--- config.mk ---
export PLATFORM = sky130hd
export DESIGN_NAME = crd_reset_chain
export DESIGN_NICKNAME = d
export VERILOG_FILES = /design/src/crd_pkg.sv /design/src/crd_reset_chain.sv
export SDC_FILE = /design/constraint.sdc
export NUM_CORES = 1
export LEC_CHECK = 0
export BUFFER_PORTS_ARGS = -buffer_cell sky130_fd_sc_hd__buf_4
export CORE_UTILIZATION = 39
export DETAILED_ROUTE_END_ITERATION = 8
export HOLD_SLACK_MARGIN = 0.12
export SYNTH_ARGS = -nofsm -noshare
export SYNTH_HDL_FRONTEND = slang
export SYNTH_SLANG_ARGS = --single-unit
--- constraint.sdc ---
create_clock -name core_clk_i -period 4.1 [get_ports core_clk_i]
set_input_delay 0.615 -clock core_clk_i [delete_from_list [all_inputs] [get_ports core_clk_i]]
set_output_delay 0.615 -clock core_clk_i [all_outputs]
set_load 0.02 [all_outputs]
--- src/crd_pkg.sv ---
// Constants, types and state layout for the codec reset and chain discovery block.
// Assumes one 40 MHz master clock and plain-port control access, no register bus.
package crd_pkg;
  localparam int CRD_DISC_PHASE = 64;
  localparam int CRD_DISC_TOTAL = 132;
  localparam int CRD_MAX_DEV = 8;
  localparam int CRD_BYPASS_MAX_DEV = 4;
  localparam int CRD_CNT_W = 8;
  localparam int CRD_SYNC_LAG = 2;
  localparam logic [7:0] CRD_CR1_RST = 8'h00;
  localparam logic [7:0] CRD_CR2_RST = 8'h00;
  localparam logic [7:0] CRD_CR3A_RST = 8'h00;
  localparam int CRD_CR1_DEC_OVF = 7;
  localparam int CRD_CR1_INT_OVF = 4;
  localparam int CRD_CR1_ALOOP = 2;
  localparam int CRD_CR1_DLOOP = 1;
  localparam int CRD_CR2_BYPASS = 6;
  localparam int CRD_CR3A_PD_HI = 5;
  localparam int CRD_CR3A_PD_LO = 4;
  localparam int CRD_CR3A_SWRST = 3;
  localparam logic [7:0] CRD_CR1_WMASK = 8'h6f;

  typedef enum logic [1:0] {CRD_P1, CRD_P2, CRD_TAIL, CRD_RUN} crd_phase_t;

  typedef struct packed {
    logic analog_loop;
    logic digital_loop;
    logic bypass;
    logic rate_x4;
  } crd_route_t;

  typedef struct packed {
    logic adc_down;
    logic dac_down;
    logic analog_down;
    logic full_down;
  } crd_power_t;

  typedef struct packed {
    crd_phase_t phase;
    logic [CRD_CNT_W-1:0] cnt;
    logic [6:0] cnt1;
    logic [6:0] cnt2;
    logic seen1;
    logic seen2;
    logic master;
    logic [3:0] devices;
    logic [3:0] position;
    logic [7:0] cr1;
    logic [7:0] cr2;
    logic [7:0] cr3a;
    logic [1:0] pd_soft;
    logic fs_q;
    logic fsd_q;
    logic fs_s1;
    logic fs_s2;
    logic fsd_s1;
    logic fsd_s2;
    logic pdn_s1;
    logic pdn_s2;
    logic ms_s1;
    logic ms_s2;
  } crd_state_t;
endpackage : crd_pkg

--- src/crd_reset_chain.sv ---
// Reset, chain discovery, loopback, overflow flags, bypass and power-down control.
// Assumes pins frame sync, chained frame output, power-down and master strap are
// asynchronous; overflow events, frame start and control strobes share core_clk_i.
`timescale 1ns/1ps
module crd_reset_chain
  import crd_pkg::*;
(
  input wire logic core_clk_i,
  input wire logic rst_b_i,
  input wire logic cr1_wr_i,
  input wire logic cr2_wr_i,
  input wire logic cr3a_wr_i,
  input wire logic [7:0] wdata_i,
  input wire logic cr1_rd_i,
  output logic [7:0] cr1_rdata_o,
  output logic [7:0] cr2_rdata_o,
  output logic [7:0] cr3a_rdata_o,
  input wire logic dec_ovf_i,
  input wire logic int_ovf_i,
  input wire logic frame_start_i,
  input wire logic frame_sync_drive_i,
  input wire logic chained_frame_drive_i,
  input wire logic master_sel_i,
  input wire logic powerdown_pin_b_i,
  input wire logic frame_sync_i,
  output logic frame_sync_o,
  output logic frame_sync_oe_o,
  input wire logic chained_frame_output_i,
  output logic chained_frame_output_o,
  output logic chained_frame_output_oe_o,
  output logic init_busy_o,
  output logic [3:0] devices_o,
  output logic [3:0] addr_hi_o,
  output logic bypass_chain_err_o,
  output crd_route_t route_o,
  output crd_power_t power_o
);
  localparam logic [CRD_CNT_W-1:0] P1_END = CRD_CNT_W'(CRD_DISC_PHASE - 1);
  localparam logic [CRD_CNT_W-1:0] P2_END = CRD_CNT_W'(2 * CRD_DISC_PHASE - 1);
  localparam logic [CRD_CNT_W-1:0] INIT_END = CRD_CNT_W'(CRD_DISC_TOTAL - 1);
  localparam logic [3:0] MAX_DEV = 4'(CRD_MAX_DEV);
  localparam logic [3:0] BYP_DEV = 4'(CRD_BYPASS_MAX_DEV);
  localparam logic [6:0] LAG = 7'(CRD_SYNC_LAG);
  localparam crd_state_t RST_VAL = '{
    phase: CRD_P1, cnt: '0, cnt1: '0, cnt2: '0, seen1: 1'b0, seen2: 1'b0,
    master: 1'b0, devices: 4'h1, position: 4'h0, cr1: CRD_CR1_RST,
    cr2: CRD_CR2_RST, cr3a: CRD_CR3A_RST, pd_soft: 2'h0, fs_q: 1'b0,
    fsd_q: 1'b0, fs_s1: 1'b0, fs_s2: 1'b0, fsd_s1: 1'b0, fsd_s2: 1'b0,
    pdn_s1: 1'b1, pdn_s2: 1'b1, ms_s1: 1'b0, ms_s2: 1'b0};

  crd_state_t s;
  crd_state_t next_s;
  logic sw_rst;
  logic [7:0] sum;
  logic [6:0] cnt1_adj;
  logic [6:0] cnt2_adj;
  logic last_slave;

  // Clamp the discovered total into the supported 1..8 range
  function automatic logic [3:0] clamp_dev(input logic [7:0] v);
    if (v == 8'h00) begin
      return 4'h1;
    end
    if (v > 8'(CRD_MAX_DEV)) begin
      return MAX_DEV;
    end
    return v[3:0];
  endfunction : clamp_dev

  assign sw_rst = cr3a_wr_i && wdata_i[CRD_CR3A_SWRST];
  // Each pin pipe shows an edge two clocks late; without this a lone codec would count itself twice
  assign cnt1_adj = (s.cnt1 > LAG) ? s.cnt1 - LAG : 7'h00;
  assign cnt2_adj = (s.cnt2 > LAG) ? s.cnt2 - LAG : 7'h00;
  assign sum = 8'(cnt1_adj) + 8'(cnt2_adj);
  assign last_slave = (s.position == s.devices - 4'h1);

  always_comb begin
    next_s = s;
    next_s.fs_s1 = frame_sync_i;
    next_s.fs_s2 = s.fs_s1;
    next_s.fsd_s1 = chained_frame_output_i;
    next_s.fsd_s2 = s.fsd_s1;
    next_s.pdn_s1 = powerdown_pin_b_i;
    next_s.pdn_s2 = s.pdn_s1;
    next_s.ms_s1 = master_sel_i;
    next_s.ms_s2 = s.ms_s1;
    if (s.phase != CRD_RUN) begin
      next_s.cnt = s.cnt + 1'b1;
    end
    unique case (s.phase)
      CRD_P1: begin
        next_s.master = s.ms_s2;
        if (!s.seen1) begin
          if (s.fsd_s2) begin
            next_s.seen1 = 1'b1;
          end else begin
            next_s.cnt1 = s.cnt1 + 1'b1;
          end
        end
        if (s.cnt == P1_END) begin
          next_s.phase = CRD_P2;
        end
      end
      CRD_P2: begin
        if (!s.seen2) begin
          if (!s.fs_s2) begin
            next_s.seen2 = 1'b1;
          end else begin
            next_s.cnt2 = s.cnt2 + 1'b1;
          end
        end
        if (s.cnt == P2_END) begin
          next_s.phase = CRD_TAIL;
        end
      end
      CRD_TAIL: begin
        next_s.devices = clamp_dev(sum);
        next_s.position = (4'(cnt2_adj) < clamp_dev(sum)) ? 4'(cnt2_adj) : 4'h0;
        if (s.cnt == INIT_END) begin
          next_s.phase = CRD_RUN;
        end
      end
      CRD_RUN: begin
        next_s.fs_q = frame_sync_drive_i;
        next_s.fsd_q = chained_frame_drive_i;
      end
    endcase
    // Loopback and mode bits are plain storage; flag bits are hardware owned
    if (cr1_wr_i) begin
      next_s.cr1 = (wdata_i & CRD_CR1_WMASK) | (s.cr1 & ~CRD_CR1_WMASK);
    end
    if (cr1_rd_i) begin
      next_s.cr1[CRD_CR1_DEC_OVF] = 1'b0;
      next_s.cr1[CRD_CR1_INT_OVF] = 1'b0;
    end
    // Set after clear so an event in the read cycle survives
    if (dec_ovf_i) begin
      next_s.cr1[CRD_CR1_DEC_OVF] = 1'b1;
    end
    if (int_ovf_i) begin
      next_s.cr1[CRD_CR1_INT_OVF] = 1'b1;
    end
    if (cr2_wr_i) begin
      next_s.cr2 = wdata_i;
    end
    if (cr3a_wr_i) begin
      next_s.cr3a = wdata_i;
      next_s.cr3a[CRD_CR3A_SWRST] = 1'b0;
    end
    // Pending soft power-down bits only reach the converters on a frame edge
    if (frame_start_i) begin
      next_s.pd_soft = s.cr3a[CRD_CR3A_PD_HI:CRD_CR3A_PD_LO];
    end
    // Soft reset rebuilds everything but the synchroniser pipes, which stay live
    if (sw_rst) begin
      next_s = RST_VAL;
      next_s.fs_s1 = frame_sync_i;
      next_s.fs_s2 = s.fs_s1;
      next_s.fsd_s1 = chained_frame_output_i;
      next_s.fsd_s2 = s.fsd_s1;
      next_s.pdn_s1 = powerdown_pin_b_i;
      next_s.pdn_s2 = s.pdn_s1;
      next_s.ms_s1 = master_sel_i;
      next_s.ms_s2 = s.ms_s1;
    end
  end

  always_ff @(posedge core_clk_i or negedge rst_b_i) begin
    if (!rst_b_i) begin
      s <= RST_VAL;
    end else begin
      s <= next_s;
    end
  end

  always_comb begin
    frame_sync_oe_o = 1'b0;
    chained_frame_output_oe_o = 1'b0;
    frame_sync_o = 1'b0;
    chained_frame_output_o = 1'b0;
    unique case (s.phase)
      CRD_P1: begin
        frame_sync_oe_o = 1'b1;
      end
      CRD_P2: begin
        chained_frame_output_oe_o = 1'b1;
      end
      default: begin
        frame_sync_oe_o = s.master;
        chained_frame_output_oe_o = !last_slave;
        frame_sync_o = s.fs_q;
        chained_frame_output_o = s.fsd_q;
      end
    endcase
  end

  assign init_busy_o = (s.phase != CRD_RUN);
  assign devices_o = s.devices;
  // Two channels per codec, master on top
  assign addr_hi_o = 4'((s.devices << 1) - 4'h1 - (s.position << 1));
  assign bypass_chain_err_o = s.cr2[CRD_CR2_BYPASS] && (s.devices > BYP_DEV);
  assign cr1_rdata_o = s.cr1;
  assign cr2_rdata_o = s.cr2;
  assign cr3a_rdata_o = s.cr3a;
  assign route_o.analog_loop = s.cr1[CRD_CR1_ALOOP];
  assign route_o.digital_loop = s.cr1[CRD_CR1_DLOOP] && !s.cr1[CRD_CR1_ALOOP];
  assign route_o.bypass = s.cr2[CRD_CR2_BYPASS];
  assign route_o.rate_x4 = s.cr2[CRD_CR2_BYPASS];
  // Register contents are untouched by either power-down
  assign power_o.adc_down = s.pd_soft[1] || !s.pdn_s2;
  assign power_o.dac_down = s.pd_soft[0] || !s.pdn_s2;
  assign power_o.analog_down = (&s.pd_soft) || !s.pdn_s2;
  assign power_o.full_down = !s.pdn_s2;
endmodule : crd_reset_chain

Yosys cells after proc, flatten, opt, wreduce, memory -nomap -nowiden
Cells that the tools add are included.
Storage, ports and cells
  register bits after elaboration: 71
  bits of input ports: 23
  output and inout bits: 46
  logic and storage cells: 129
Cells by class
  add/sub/neg operators: 9
  order comparisons: 5
  equal/unequal tests: 14
  multiplexer cells: 46
  bitwise operators: 1
  reduce and logical (&&, ||, !) cells: 29
Operator list (count)
  $mux 71: 1
  $mux 7: 8
  $mux 8: 5
  $mux 4: 6
  $reduce_bool 2->1: 10
  $mux 1: 18
  $add 7x1->7 const B: 2
  $gt 7x2->1 const B: 2
  $sub 7x2->7 const B: 2
  $reduce_bool 4->1: 3
  $mux 2: 5
  $ne 3x3->1 const B: 3
  $add 7x7->8: 1
  $add 8x1->8 const B: 1
  $eq 8x6->1 const B: 1
  $eq 8x7->1 const B: 1
  $eq 8x8->1 const B: 1
  $gt 8x4->1 const B: 1
  $logic_not 8->1: 1
  $or 7x8->8: 1
  $sub 4x1->4 const B: 2
  $ne 2x1->1 const B: 3
  $pmux 2 s3: 1
  $reduce_and 3->1: 2
  15 further kinds: 23

Logic depth before layout (Yosys ltp)
  depth after elaboration: 15
  gate-level depth with buffers: 19
  mapped depth without buffers: 19

Least setup slack after synthesis
No wires, ideal clock.
  path type: register -> register
  start: register s[47] in the netlist's numbering
  end: register s[37] in the netlist's numbering
  setup time: 0.076 ns
  data arrival time: 3.997 ns
  data required time: 4.024 ns
  setup slack: 0.026 ns
  cell stages (with the launch flop): 20
  buffers on the path: 0
  clock period less this slack: 4.074 ns
  cell sequence: dfrtp_1 > inv_1 > ha_1 > nor2b_1 > o21ai_0 > and2_1 > ha_1 > inv_1 > fa_1 > xnor2_1 > nor3b_2 > xnor2_1 > mux2_4 > or3_1 > ha_1 > o21a_1 > o21ai_0 > nand4_1 > a2bb2oi_1 > o21ai_1
Between the ends
  longest elaborated chain between the ends: 14
  elaborated cells on any way between the ends: 19
  those cells by class: add/sub (2); order compare (3); mux (13); reduce/logical (1)
RTL lines
  from (decl): line crd_reset_chain.sv:51  | crd_state_t s;
  from (signal assigned): line crd_reset_chain.sv:172  | s <= next_s;
  $sub 7x2->7 or $gt 7x2->1 (tied branches): line crd_reset_chain.sv:73  | assign cnt2_adj = (s.cnt2 > LAG) ? s.cnt2 - LAG : 7'h00;
  $mux 7 *: line crd_reset_chain.sv:73
  $add 7x7->8: line crd_reset_chain.sv:74  | assign sum = 8'(cnt1_adj) + 8'(cnt2_adj);
  $gt 8x4->1: line crd_reset_chain.sv:64  | if (v > 8'(CRD_MAX_DEV)) begin
  $mux 1 (2 in a row): line crd_reset_chain.sv:64
  $mux 1: line crd_reset_chain.sv:90  | unique case (s.phase)
  $mux 4: line crd_reset_chain.sv:67  | return v[3:0];
  $mux 4: line crd_reset_chain.sv:64
  $mux 4: line crd_reset_chain.sv:90
  $lt 4x4->1: line crd_reset_chain.sv:118  | next_s.position = (4'(cnt2_adj) < clamp_dev(sum)) ? 4'(cnt2_adj) : 4'h0;
  $mux 4 *: line crd_reset_chain.sv:118
  $mux 8 *: line crd_reset_chain.sv:90
  $mux 71 *: line crd_reset_chain.sv:155  | if (sw_rst) begin
Every way passes the cells marked *; elsewhere a longest branch is shown, timed or not. The select of a mux whose other input is x is not followed.
A chain may end at the register's enable or synchronous reset.

Worst setup path after layout
  start: register s[48] in the netlist's numbering
  end: register s[38] in the netlist's numbering
The elaborated chain is that of the path after synthesis.

==> flow_metrics.py <==
metrics = {
    "run_status": {
        "status": "complete, no violations",
    },
    "pwr": {
        "powerDensity_nw_per_um2": 532.5,
        "combPwrFrac": 0.464,
        "swShare": 0.3666,
        "p_clk_frac": 0.208,
        "leakage_nw": 2.451,
        "pwr-share-seq": 0.328,
        "p_int_mw": 1.666,
        "vdd_drop_max_uv": 188.2,
        "p_switching_mw": 0.9642,
    },
    "critical_path": {
        "reg2reg_from": "s[48]",
        "r2r_slack_ns": 0.20,
        "start_kind": "flip-flop",
        "ff2ff_path_depth": 18,
        "critical_path_class": "reg2reg",
        "critPathMaxFanout": 4,
        "critical_path.endpoint_type": "flip-flop",
        "worstPathRequired_ns": 4.38,
        "critPathCapture": "s[38]",
        "startpoint": "s[48]",
        "crit_arrival_ns": 4.18,
        "reg2reg_to": "s[38]",
    },
    "floorplan": {
        "dieArea_um2": 10970,
        "ioPinCount": 69,
        "die_h_um": 104.8,
        "rows": 37,
        "core_area_um2": 10280,
        "start_util": 0.4007,
        "dieWidth_um": 104.8,
    },
    "layout": {
        "layout.cells.non_filler": 631,
        "fin_util": 0.4805,
        "final_common_cell": "buf_4",
        "stdcell_area_um2": 4938,
        "seq_area_um2": 1755,
        "fill_cells": 964,
        "syn_to_final_growth_pct": 19.93,
        "antennaDiodeCount": 0,
        "drive_gt1_frac": 0.2667,
        "final_cell_mix": "94 x buf_4, 67 x dfrtp_1, 62 x nor2_1",
        "multi_input_area_um2": 1994,
        "nNetsFinal": 542,
    },
    "synth": {
        "synth_area_leaders": "dfrtp_1 41%, ha_1 8.2%, buf_4 5.8%, nor2_1 5.7%, mux2i_1 5.1%",
        "avgSynthCellArea_um2": 9.554,
        "yosys.area.top_type_share": 0.4072,
        "synth_warnings": 0,
        "async_flop_share": 1.000,
        "ys_seq_area_frac": 0.4263,
        "syn-cell-area_um2": 4118,
        "ys.flop_type": "dfrtp_1",
        "synth.ff_latch_count": 70,
        "netlist_instances": 431,
        "synth_fp_nets": 483,
        "synthDistinctLibCells": 51,
        "synth_edf_count": 0,
        "synth_top_cell_by_area": "dfrtp_1",
    },
    "grt": {
        "grt_use_total": 0.1629,
        "grt-ovfl-total": 0,
        "grt_max_degree": 71,
        "grt_pass1_wl_um": 13970,
        "grt_antenna_before_repair": 0,
        "grt_pass1_vias": 2999,
    },
    "drt": {
        "ant_nets": 0,
        "wl_um": 8458,
        "drcViolationCount": 0,
        "vias": 3074,
        "routedWlPerCell_um": 13.40,
        "firstDrtPassIters": 4,
        "vias_per_cell": 4.872,
        "drt_first_iter_violations": 204,
    },
    "timing": {
        "grt_setup_unrepaired": "yes",
        "slew_headroom": 0.3154,
        "tightest_slew_ns": 1.027,
        "whs_ns": 0.3429,
        "finalCriticalPeriod_ns": 3.903,
        "hold_viol": 0,
        "fmax_ghz": 0.2562,
        "fin_crit_sh": 0.9520,
        "setup_violations": 0,
        "slew_viol_final": 0,
        "fin_skew_ns": 0.01085,
        "fin_setup_tns_ns": 0,
    },
    "worst_hold_path": {
        "worst_hold_path_type": "reg2reg",
    },
    "clocking": {
        "clock_sinks": 70,
        "cts_buffers": 9,
        "clock-root-buffer": "clkbuf_8",
        "cts_buffer_depth": 2,
        "clkTransAtPathRegs_ns": 0.08,
        "cts_tree": "yes",
        "cts_hold_buf": 0,
        "worstSkewPairLatency_ns": 0.35,
        "htreeDepth": 3,
    },
    "flow_run": {
        "drv_cap": 0,
    },
    "place": {
        "gp_congestion": 0.8433,
        "io_buffers": 66,
        "postPlaceCellArea_um2": 4664,
        "dp_cells": 610,
        "hpwl_um": 6156,
    },
}
## how the worst min path moves through the flow
stage                           endpoint              start  depth (start not counted)
final                               s[0]               s[1]                          0
after global routing                s[3]  powerdown_pin_b_i                          1
after CTS                           s[0]               s[1]                          0
after detailed placement            s[0]               s[1]                          0
after global placement              s[0]               s[1]                          0
after floorplan           cr1_rdata_o[0]            rst_b_i                          0
## cell families after synthesis
group,Yosys count,share of synthesized area
other,2,0.001824
XOR/XNOR,31,0.06594
adder cells (fa/ha/maj),29,0.09176
buffers and inverters,78,0.1003
AO/OA/AOI/OAI,50,0.07567
multiplexers,26,0.06563
AND/OR/NAND/NOR,145,0.1726
flip-flops,70,0.4263
## worst max-delay path, stage by stage (launching register included)
cell and delay (ns):
dfrtp_1 0.42, ha_2 0.18, nor2b_2 0.15, o21ai_2 0.15
and2_1 0.17, ha_2 0.18, inv_1 0.05, fa_2 0.38
and3b_2 0.27, nand4b_1 0.13, a21boi_0 0.15, mux2_4 0.28
or3_1 0.31, ha_1 0.29, o21a_1 0.18, o21ai_2 0.13
nand4_1 0.15, a2bb2oi_1 0.17, o21ai_1 0.08
## metrics by stage
| step | power [mW] | setup WS [ns] |
|---|---|---|
| floorplan | 1.672 | 0.02635 |
| global placement | 2.003 | 0.07415 |
| detailed placement | 2.023 | -0.03908 |
| CTS | 2.597 | 0.007287 |
| global route | 2.807 | -0.05083 |
| finish | 2.630 | 0.1968 |
## Yosys cell counts (10+ instances only)
library cell  number
a21oi_1           13
buf_4             32
clkbuf_1          13
dfrtp_1           67
ha_1              27
inv_1             32
mux2i_1           21
nand2_1           21
nor2_1            62
nor3_1            12
o21ai_0           14
xnor2_1           21
xor2_1            10
## metal layers
layer  vias to the layer above  routed length (um)  GRT usage
li1                       1514                   -          -
met5                         -                   0          0
met4                         0                 236    0.07847
met1                      1467                3887     0.2080
met3                        19                 417    0.04055
met2                        74                3916     0.2583
## final cells by class
type	instances	area share
Clock buffer	12	0.02939
Clock inverter	4	0.009628
Inverter	32	0.02432
Multi-Input combinational cell	283	0.4039
Sequential cell	70	0.3555
Tap cell	136	0.03446
Timing Repair Buffer	94	0.1429
## sequential cells by signal (all words and copies together), names as in the netlist
name          cells
s                43
cr1_rdata_o       8
cr2_rdata_o       8
cr3a_rdata_o      7
devices_o         4
## power by group through the flow
stage / Sequential (mW) / Clock, mW / Combinational, mW
finish: 0.862 / 0.547 / 1.22
global route: 0.875 / 0.591 / 1.34
CTS: 0.863 / 0.569 / 1.17
detailed placement: 0.875 / 0 / 1.15
global placement: 0.871 / 0 / 1.13
floorplan: 0.861 / 0 / 0.811
## what timing repair did
item	in CTS	in global routing
setup endpoints to repair	3	4
buffers inserted	0	5
pin swaps	0	2
gates resized for setup	3	11
No activity file was read; power rests on OpenSTA's default activity.
